## src/rtl/crt_timing_pkg.sv

```systemverilog
// Overview of operation
// Dot counter advances every dot clock edge
// Dot counter cycles nine states, reloads one
// Dot bit two qualifies line-buffer read clock
// Carry once per nine dots advances horizontal
// Horizontal counter is decade plus binary stage
// Horizontal counts only on character carry
// Refresh enable during first 80 characters
// Then 3 porch, 2 sync, 17 back porch
// Vertical counter increments per horizontal sync
// Vertical unblank during first 240 lines
// 60 Hz: 2 porch, 6 sync, 17 back
// 50 Hz: 28 porch, 6 sync, 44 back
// Request bus with hold, processor acknowledges
// When granted, drive address and read strobe
// Memory returns code and asserts ready
// Codes go to basic or extended buffer
// Read flag sets on phase four when granted
// Hold clears after read; acknowledge drop clears
// Active-low ready enables line-buffer write clock
// Reset clears counters and request flags; dot counter loads one
package crt_timing_pkg;
  localparam logic [3:0] DOT_FIRST    = 4'h1;
  localparam logic [3:0] DOT_LAST     = 4'h9;
  localparam int         DOT_READ_BIT = 2;
  localparam int         H_VISIBLE    = 80;
  localparam int         H_FPORCH     = 3;
  localparam int         H_SYNC       = 2;
  localparam int         H_BPORCH     = 17;
  localparam int         V_VISIBLE    = 240;
  localparam int         V_ROW_LINES  = 10;
  localparam int         V_BASIC_ROWS = 12;
  localparam int         V60_FPORCH   = 2;
  localparam int         V60_SYNC     = 6;
  localparam int         V60_BPORCH   = 17;
  localparam int         V50_FPORCH   = 28;
  localparam int         V50_SYNC     = 6;
  localparam int         V50_BPORCH   = 44;
  localparam int         CODE_W       = 8;
  localparam int         ADDR_W       = 16;
  localparam int         FIFO_DEPTH   = 16;

  typedef struct packed {
    logic [ADDR_W-1:0] addr;
    logic              mem_read;
    logic              addr_en;
  } bus_drive_t;

  typedef struct packed {
    logic              ext_buf;
    logic [CODE_W-1:0] code;
  } fetch_word_t;
endpackage

```

## src/rtl/code_fifo.sv

```systemverilog
`timescale 1ns/1ns
module code_fifo #(
  parameter int WIDTH = 9,
  parameter int DEPTH = 16
) (
  input  wire logic             mclk,
  input  wire logic             rstn,
  input  wire logic             in_valid,
  output logic                  in_ready,
  input  wire logic [WIDTH-1:0] in_data,
  output logic                  out_valid,
  input  wire logic             out_ready,
  output logic      [WIDTH-1:0] out_data
);
  localparam int AW = $clog2(DEPTH);
  logic [WIDTH-1:0] mem_reg [DEPTH];
  logic [AW-1:0]    wr_reg, wr_next, rd_reg, rd_next;
  logic [AW:0]      cnt_reg, cnt_next;
  logic             push, pop;

  assign in_ready  = (cnt_reg != (AW+1)'(DEPTH));
  assign out_valid = (cnt_reg != '0);
  assign out_data  = mem_reg[rd_reg];
  assign push      = in_valid && in_ready;
  assign pop       = out_valid && out_ready;

  always_comb
  begin
    wr_next  = push ? AW'(wr_reg + 1'b1) : wr_reg;
    rd_next  = pop ? AW'(rd_reg + 1'b1) : rd_reg;
    cnt_next = (AW+1)'(cnt_reg + push - pop);
  end

  always_ff @(posedge mclk)
  begin
    if (!rstn)
    begin
      wr_reg  <= '0;
      rd_reg  <= '0;
      cnt_reg <= '0;
    end
    else
    begin
      wr_reg  <= wr_next;
      rd_reg  <= rd_next;
      cnt_reg <= cnt_next;
    end
    if (push)
      mem_reg[wr_reg] <= in_data;
  end
endmodule // code_fifo

```

## src/rtl/crt_refresh_timing.sv

```systemverilog
`timescale 1ns/1ns
module crt_refresh_timing
  import crt_timing_pkg::*;
(
  input  wire logic              mclk,
  input  wire logic              rstn,
  input  wire logic              mode_50hz,
  input  wire logic              refresh_req,
  input  wire logic [ADDR_W-1:0] fetch_addr,
  input  wire logic              phase4_n,
  input  wire logic              bus_grant_ack,
  input  wire logic              ready_n,
  input  wire logic [CODE_W-1:0] data_in,
  output logic                   hold_req,
  output bus_drive_t             bus_out,
  output logic                   read_clk_en,
  output logic                   char_carry,
  output logic                   h_refresh_en,
  output logic                   h_sync,
  output logic                   v_unblank,
  output logic                   v_sync,
  output logic                   buf_valid,
  input  wire logic              buf_ready,
  output fetch_word_t            buf_word
);
  localparam int H_TOTAL = H_VISIBLE + H_FPORCH + H_SYNC + H_BPORCH;

  // Pin synchronisers; first stage feeds only the second
  logic p4_s1, p4_s2, p4_s3, ack_s1, ack_s2, rdy_s1, rdy_s2;
  always_ff @(posedge mclk)
  begin
    if (!rstn)
    begin
      p4_s1  <= 1'b1;
      p4_s2  <= 1'b1;
      p4_s3  <= 1'b1;
      ack_s1 <= 1'b0;
      ack_s2 <= 1'b0;
      rdy_s1 <= 1'b1;
      rdy_s2 <= 1'b1;
    end
    else
    begin
      p4_s1  <= phase4_n;
      p4_s2  <= p4_s1;
      p4_s3  <= p4_s2;
      ack_s1 <= bus_grant_ack;
      ack_s2 <= ack_s1;
      rdy_s1 <= ready_n;
      rdy_s2 <= rdy_s1;
    end
  end
  logic p4_rise;
  assign p4_rise = p4_s2 && !p4_s3;

  // Dot counter
  logic [3:0] dot_reg, dot_next;
  always_comb
  begin
    dot_next = (dot_reg == DOT_LAST) ? DOT_FIRST : 4'(dot_reg + 4'h1);
  end
  assign char_carry  = (dot_reg == DOT_LAST);
  assign read_clk_en = dot_reg[DOT_READ_BIT];

  // Horizontal: decade stage plus binary group stage
  logic [3:0] hdec_reg, hdec_next;
  logic [3:0] hgrp_reg, hgrp_next;
  logic [6:0] hpos;
  assign hpos = 7'(hgrp_reg * 10 + hdec_reg);
  always_comb
  begin
    hdec_next = hdec_reg;
    hgrp_next = hgrp_reg;
    if (char_carry)
    begin
      if (hpos == 7'(H_TOTAL - 1))
      begin
        hdec_next = 4'h0;
        hgrp_next = 4'h0;
      end
      else if (hdec_reg == 4'h9)
      begin
        hdec_next = 4'h0;
        hgrp_next = 4'(hgrp_reg + 4'h1);
      end
      else
        hdec_next = 4'(hdec_reg + 4'h1);
    end
  end
  assign h_refresh_en = (hpos < 7'(H_VISIBLE));
  assign h_sync = (hpos >= 7'(H_VISIBLE + H_FPORCH))
               && (hpos < 7'(H_VISIBLE + H_FPORCH + H_SYNC));
  logic h_bporch;
  assign h_bporch = (hpos >= 7'(H_VISIBLE + H_FPORCH + H_SYNC));

  // Vertical: increments on the start of each sync pulse
  logic h_sync_d_reg;
  logic line_step;
  assign line_step = h_sync && !h_sync_d_reg;
  logic [8:0] vline_reg, vline_next;
  logic [8:0] v_fp, v_sy, v_bp, v_total;
  always_comb
  begin
    v_fp = mode_50hz ? 9'(V50_FPORCH) : 9'(V60_FPORCH);
    v_sy = mode_50hz ? 9'(V50_SYNC) : 9'(V60_SYNC);
    v_bp = mode_50hz ? 9'(V50_BPORCH) : 9'(V60_BPORCH);
    v_total = 9'(V_VISIBLE) + v_fp + v_sy + v_bp;
    vline_next = vline_reg;
    if (line_step)
      vline_next = (vline_reg >= v_total - 9'h001) ? 9'h000 : 9'(vline_reg + 9'h001);
  end
  assign v_unblank = (vline_reg < 9'(V_VISIBLE));
  assign v_sync = (vline_reg >= 9'(V_VISIBLE) + v_fp)
               && (vline_reg < 9'(V_VISIBLE) + v_fp + v_sy);

  // Bus request and read flags; mode switch takes effect mid-frame, accepted
  logic hold_reg, hold_next, rd_reg, rd_next;
  logic fifo_in_ready;
  always_comb
  begin
    hold_next = hold_reg;
    rd_next   = rd_reg;
    if (refresh_req && h_bporch && fifo_in_ready && !rd_reg)
      hold_next = 1'b1;
    else if (rd_reg && !(refresh_req && h_bporch))
      hold_next = 1'b0;
    if (!ack_s2)
      rd_next = 1'b0;
    else if (p4_rise && hold_reg)
      rd_next = 1'b1;
  end
  assign hold_req = hold_reg;

  // Ready low with read active writes one code; ready is a memory promise
  logic rdy_seen_reg, rdy_seen_next;
  logic wr_pulse;
  assign wr_pulse = rd_reg && !rdy_s2 && !rdy_seen_reg;
  always_comb
  begin
    rdy_seen_next = rd_reg ? (rdy_seen_reg || !rdy_s2) : 1'b0;
  end

  bus_drive_t  bus_reg, bus_next;
  fetch_word_t word_reg, word_next;
  always_comb
  begin
    bus_next.addr_en  = hold_reg && ack_s2;
    bus_next.mem_read = rd_reg;
    bus_next.addr     = bus_next.addr_en ? fetch_addr : '0;
    word_next.code    = data_in;
    word_next.ext_buf = (vline_reg >= 9'(V_ROW_LINES * V_BASIC_ROWS));
  end
  assign bus_out = bus_reg;

  logic word_valid_reg, word_valid_next;
  always_comb
  begin
    word_valid_next = wr_pulse;
  end

  always_ff @(posedge mclk)
  begin
    if (!rstn)
    begin
      dot_reg        <= DOT_FIRST;
      hdec_reg       <= 4'h0;
      hgrp_reg       <= 4'h0;
      vline_reg      <= 9'h000;
      h_sync_d_reg   <= 1'b0;
      hold_reg       <= 1'b0;
      rd_reg         <= 1'b0;
      rdy_seen_reg   <= 1'b0;
      bus_reg        <= '0;
      word_reg       <= '0;
      word_valid_reg <= 1'b0;
    end
    else
    begin
      dot_reg        <= dot_next;
      hdec_reg       <= hdec_next;
      hgrp_reg       <= hgrp_next;
      vline_reg      <= vline_next;
      h_sync_d_reg   <= h_sync;
      hold_reg       <= hold_next;
      rd_reg         <= rd_next;
      rdy_seen_reg   <= rdy_seen_next;
      bus_reg        <= bus_next;
      word_valid_reg <= word_valid_next;
      if (wr_pulse)
        word_reg     <= word_next;
    end
  end

  // Hold is only raised while the buffer has room, so no code is dropped
  code_fifo #(
    .WIDTH ($bits(fetch_word_t)),
    .DEPTH (FIFO_DEPTH)
  ) u_fifo (
    .mclk      (mclk),
    .rstn      (rstn),
    .in_valid  (word_valid_reg),
    .in_ready  (fifo_in_ready),
    .in_data   (word_reg),
    .out_valid (buf_valid),
    .out_ready (buf_ready),
    .out_data  (buf_word)
  );
endmodule // crt_refresh_timing

```

## config.mk

```make
export PLATFORM = sky130hd
export DESIGN_NAME = crt_refresh_timing
export DESIGN_NICKNAME = d
export VERILOG_FILES = /design/src/rtl/crt_timing_pkg.sv /design/src/rtl/code_fifo.sv /design/src/rtl/crt_refresh_timing.sv
export SDC_FILE = /design/constraint.sdc
export NUM_CORES = 1
export LEC_CHECK = 0
export BUFFER_PORTS_ARGS = -buffer_cell sky130_fd_sc_hd__buf_2
export CELL_PAD_IN_SITES_DETAIL_PLACEMENT = 1
export CELL_PAD_IN_SITES_GLOBAL_PLACEMENT = 2
export CORE_ASPECT_RATIO = 0.6
export CORE_MARGIN = 3
export CORE_UTILIZATION = 47
export CTS_CLUSTER_SIZE = 25
export DETAILED_ROUTE_END_ITERATION = 12
export MAX_ROUTING_LAYER = met4
export PLACE_DENSITY = 0.81
export SYNTH_ARGS = -nofsm -noshare
export SYNTH_HDL_FRONTEND = slang
export SYNTH_HIERARCHICAL = 1
export SYNTH_SLANG_ARGS = --single-unit
```

## constraint.sdc

```tcl
create_clock -name mclk -period 8.4 [get_ports mclk]
set_clock_uncertainty 0.1 [all_clocks]
set_input_delay 0.42 -clock mclk [delete_from_list [all_inputs] [get_ports mclk]]
set_output_delay 0.42 -clock mclk [all_outputs]
set_load 0.01 [all_outputs]
```

==> impl_metrics.toml, run 1 <==
[run_status]
status = "finished clean"

[global_routing]
grt_pass1_wl_um = 35300
grt_max_degree = 40
track_usage_pct = 21.5
antenna_found_initial = 2
overflow = 0
grt_pass1_vias = 6020

[floorplan]
fp-row-count = 39
boundaryPins = 67
chipWidth_um = 189
dieHeight_um = 116
initial_utilization_pct = 48.7
die-area_um2 = 21900
core_um2 = 19400

[pwr]
p_clk_share_pct = 38.2
seq_power_share_pct = 47.0
swShare_pct = 24.4
ir_drop_mv = 0.126
comb_power_share_pct = 14.8
p_leak_nw = 3.83
p_int_mw = 1.94
switching_power_mw = 0.628
powerDensity_nw_per_um2 = 241

[sta]
fin_crit_sh_pct = 43.7
timing.setup.tns_ns = 0
relSlewSlack_pct = 18.6
hold_viol_final = 0
timing.fmax_mhz = 273
min_period_ns = 3.67
drv_slew = 0
rsz0062_at_grt = "false"
setup_violations = 0
worst_pin_slew_ns = 1.21

[hold_path]
min_from = "phase4_n"
min_path_type = "primary input to register"

[cells_and_area]
drive_gt1_share_pct = 17.8
fillers = 1914
layout.cells.non_filler = 1002
seq_area_um2 = 5870
layout_commonest_cell = "edfxtp_1"
most-common-layout-cells = "144 x edfxtp_1, 75 x dfxtp_1, 66 x buf_2, 43 x nand2_1, 37 x ha_1"
finish.utilization_pct = 55.1
areaGrowthSynthToFinish_pct = 13.2
nNetsFinal = 792
largest_reg_flops = 144
multi_input_area_um2 = 3270

[detailed_routing]
drtAntennaViolNets = 0
totalWireLength_um = 22300
drtIter0Drc = 416
drc = 0
firstDrtPassIters = 5
vias = 5820
viasPerCell = 5.81
wl_per_cell_um = 22.3

[placement]
port_buffers = 66
dp_cells = 963
hpwl_um = 15500
place.gp.congestion = 0.805

[worst_setup_path]
slowest_delay_ns = 0.63
cp-start-kind = "register"
r2r_start = "hgrp_reg[1]$_SDFFE_PN0P_"
critPathLaunch = "hgrp_reg[1]$_SDFFE_PN0P_"
end_kind = "output pin"
crit_chain = "ha_1, ha_1, inv_1, fa_1, a41oi_1, nand4bb_1, nor2_1, buf_2"
crit_path_max_fanout = 16
cp.arrival_ns = 3.15
crit_type = "register to output pin"
crit_required_ns = 7.88
slowest_stage = "fa_1"
crit_path_frequent_cell = "ha_1"

[logic_synthesis]
synth_nets = 727
async_flop_share_pct = 0
yosys_warnings = 6
synth_seq_area_share_pct = 62.2
avgSynthCellArea_um2 = 14.4
yosys_register_bits = 221
syn-cell-area_um2 = 9430
ys.flop_type = "edfxtp_1"
synthDistinctLibCells = 67
synth-edff-count = 144
syn_inst = 655

[run]
maxCapViolations = 0

[clocking]
clock_latency_ns = 0.49
postCtsHoldBufs = 0
postCtsSetupBuffers = 0
cts_max_path_buffers = 3
clock_sink_count = 221
root_buffer = "clkbuf_16"
cts_buffers = 21
cts_resized = 0
clk_pin_slew_worst_paths_ns = 0.07
cts_tree = "done"
cts_max_level = 1
layout make-up:
type,count,area share (%)
Antenna cell,2,0.0469
Clock buffer,31,5.85
Tap cell,266,3.12
Clock inverter,6,0.902
Inverter,30,1.05
Multi-Input combinational cell,375,30.6
Sequential cell,221,55.0
Timing Repair Buffer,71,3.44
power by group through the flow:
| stage | combinational [mW] | sequential (mW) | clock (mW) |
|---|---|---|---|
| floorplan | 0.315 | 1.21 | 0 |
| global placement | 0.364 | 1.23 | 0 |
| detailed placement | 0.383 | 1.23 | 0 |
| CTS | 0.386 | 1.21 | 0.998 |
| global route | 0.425 | 1.21 | 1.04 |
| finish | 0.381 | 1.21 | 0.981 |
metrics by stage:
stage | hold slack [ns] | total power [mW] | area (um2) | setup WS, ns
floorplan | 0.286 | 1.52 | 9430 | 5.56
global placement | 0.292 | 1.60 | 9950 | 4.99
detailed placement | 0.294 | 1.62 | 9950 | 4.76
CTS | 0.00456 | 2.59 | 10700 | 4.71
global route | 0.0237 | 2.68 | 10700 | 4.46
finish | 0.0256 | 2.57 | 10700 | 4.73
logic make-up (layout without fill, tap and decap cells):
family                     after synthesis  count (layout)  share of synthesized area [%]
AOI/OAI and AO/OA                      101             101                           7.65
xor gates and xnor gates                11              11                           1.02
adders and majority gates               40              40                           5.54
buffers and inverters                   59             138                           3.14
DFF                                    221             221                           62.2
muxes                                   37              37                           9.35
other                                    0               2                              0
and+or+nand+nor                        186             186                           11.1
critical path: cells and delay by family, from the launching register on:
family	cells	cell delay [ns]
compound gates	1	0.09
simple gates	2	0.86
flops	1	0.40
fa+ha+maj	3	1.10
buf+inv	2	0.21
cell usage after synthesis, drive strengths merged, types with 14 or more instances:
master | count | share of area [%]
and2 | 35 | 2.3
a22oi | 18 | 1.4
a21oi | 21 | 1.1
dfxtp | 77 | 16
nand2 | 44 | 1.8
edfxtp | 144 | 46
nand3 | 18 | 0.95
mux4 | 36 | 9.2
clkbuf | 18 | 0.86
inv | 30 | 1.2
ha | 37 | 4.9
nor2 | 14 | 0.56
path summary, 6_finish.rpt:
kind	endpoint	slack, ns	depth (start not counted)
max reg2reg	vline_reg[1]$_SDFFE_PN0P_	4.74	8
min	p4_s1$_SDFF_PN1_	0.03	2
max	h_sync	4.73	8
min reg2reg	rdy_s2$_SDFF_PN1_	0.31	1
routing by layer:
metal	vias to the layer above	routed length [um]	GRT usage [%]
met5	-	0	-
met4	0	281	3.87
met3	28	1170	3.57
met2	170	9530	30.7
met1	2954	11400	32.8
li1	2668	-	-
No activity file was read; power rests on OpenSTA's default activity.
==> run 2, diff against run 1 <==
--- a/config.mk
+++ b/config.mk
@@ -10,11 +10,11 @@
 export CELL_PAD_IN_SITES_GLOBAL_PLACEMENT = 2
 export CORE_ASPECT_RATIO = 0.6
 export CORE_MARGIN = 3
-export CORE_UTILIZATION = 47
+export CORE_UTILIZATION = 43
 export CTS_CLUSTER_SIZE = 25
 export DETAILED_ROUTE_END_ITERATION = 12
 export MAX_ROUTING_LAYER = met4
-export PLACE_DENSITY = 0.81
+export PLACE_DENSITY = 0.75
 export SYNTH_ARGS = -nofsm -noshare
 export SYNTH_HDL_FRONTEND = slang
 export SYNTH_HIERARCHICAL = 1
==> constraint.sdc (replaced) <==
create_clock -name mclk -period 3.52 [get_ports mclk]
set_clock_uncertainty 0.1 [all_clocks]
set_input_delay 0.176 -clock mclk [delete_from_list [all_inputs] [get_ports mclk]]
set_output_delay 0.176 -clock mclk [all_outputs]
set_load 0.01 [all_outputs]
==> run 2 against run 1 <==
Compared with the run above: via count increased by 1.2%; first-iteration DRC count up 2.4%; register-to-register slack got worse by 4.4 ns; routed wire length decreased by 1.7%; largest cell class unchanged.
==> impl_metrics.toml, run 2 (same netlist as run 1, synthesis figures left out) <==
[sta]
rsz0062_at_grt = "false"
setup_violations = 0
hold_viol_final = 0
timing.setup.tns_ns = 0
relSlewSlack_pct = 19.0
worst_pin_slew_ns = 1.21
fin_crit_sh_pct = 92.0
timing.fmax_mhz = 309
min_period_ns = 3.24
drv_slew = 0

[global_routing]
track_usage_pct = 19.1
antenna_found_initial = 2
grt_pass1_wl_um = 34800
grt_max_degree = 39
top_usage_layer = "met1"
use_met3_pct = 2.73
overflow = 0
grt_use_met2_pct = 28.4
grtUsageMet1_pct = 28.7
grt_pass1_vias = 6173

[clocking]
clock_sink_count = 221
clk_pin_slew_worst_paths_ns = 0.07
cts_max_path_buffers = 3
root_buffer = "clkbuf_16"
cts_buffers = 21
cts_max_level = 1
postCtsSetupBuffers = 0
clock_latency_ns = 0.48
cts_tree = "done"

[cells_and_area]
largest_reg_flops = 144
multi_input_area_um2 = 3290
seq_area_um2 = 5870
nNetsFinal = 830
most-common-layout-cells = "144 x edfxtp_1, 76 x dfxtp_1, 66 x buf_2, 43 x nand2_1, 37 x ha_1"
drive_gt1_share_pct = 18.7
fillers = 2093
layout.cells.non_filler = 1053
layout_commonest_cell = "edfxtp_1"
areaGrowthSynthToFinish_pct = 16.8
finish.utilization_pct = 51.8

[worst_setup_path]
crit_path_max_fanout = 8
end_kind = "output pin"
cp-start-kind = "register"
crit_required_ns = 3.24
crit_type = "register to output pin"
cp.arrival_ns = 2.96

[floorplan]
core_um2 = 21300
initial_utilization_pct = 44.3
chipWidth_um = 197
dieHeight_um = 121
fp-row-count = 41
boundaryPins = 67
die-area_um2 = 23800

[pwr]
ir_drop_mv = 0.278
power_mw = 6.00
powerDensity_nw_per_um2 = 545
p_leak_nw = 3.99

[detailed_routing]
totalWireLength_um = 22000
firstDrtPassIters = 5
drtAntennaViolNets = 0
viasPerCell = 5.59
drc = 0
wl_per_cell_um = 20.9
drtIter0Drc = 426
vias = 5890

[placement]
dp_cells = 986
hpwl_um = 15000
port_buffers = 66
place.gp.congestion = 0.790

[run_status]
status = "finished clean"

[run]
maxCapViolations = 0

[hold_path]
min_path_type = "primary input to register"
run 2: layer usage:
layer / wire length, um / part of all wire, %
met4: 315 / 1.4
met2: 9610 / 44
met1: 10900 / 50
met3: 1120 / 5.1
met5: 0 / 0
run 2: stage by stage:
step | area, um2 | setup slack (ns) | hold WS, ns
global route | 11000 | 0.0441 | 0.0892
CTS | 11000 | 0.00694 | 0.0339
finish | 11000 | 0.281 | 0.0537
floorplan | 9430 | 0.684 | 0.177
global placement | 10100 | 0.431 | 0.267
detailed placement | 10100 | 0.241 | 0.282
run 2: worst paths after layout:
check / end / slack [ns] / cells past startpoint / start
worst max-delay path: h_refresh_en / 0.28 / 8 / hgrp_reg[1]$_SDFFE_PN0P_
worst min-delay path: dot_reg[3]$_SDFF_PP0_ / 0.05 / 3 / rstn
worst max register to register: vline_reg[4]$_SDFFE_PN0P_ / 0.32 / 8 / hgrp_reg[1]$_SDFFE_PN0P_
worst min register to register: rdy_s2$_SDFF_PN1_ / 0.32 / 1 / rdy_s1$_SDFF_PN1_
run 2: worst max-delay path, stage by stage (launching register included):
cell,delay [ns]
dfxtp_1,0.39
ha_1,0.32
ha_1,0.15
inv_1,0.05
fa_1,0.37
xor2_1,0.48
a41oi_1,0.09
a211oi_1,0.41
buf_2,0.21
run 2: where the power goes:
group | internal, mW | switching (mW) | leakage, nW
Clock | 1.26 | 0.927 | 0.337
Combinational | 0.499 | 0.473 | 1.72
Sequential | 2.79 | 0.0557 | 1.94
Total | 4.55 | 1.46 | 3.99
run 2: layout make-up:
type,count,area share (%)
clock buffer,29,5.41
multi-input combinational,375,29.8
timing repair buffer,109,6.67
clock inverter,8,0.624
antenna,2,0.0454
inverter,30,1.02
tap,279,3.17
sequential,221,53.2
run 2: timing repair:
| action | CTS | global route |
|---|---|---|
| endpoints found under the setup margin | 0 | 5 |
| hold buffers | 28 | 0 |
| gates resized for setup | 0 | 2 |
| hold endpoints to repair | 29 | 0 |
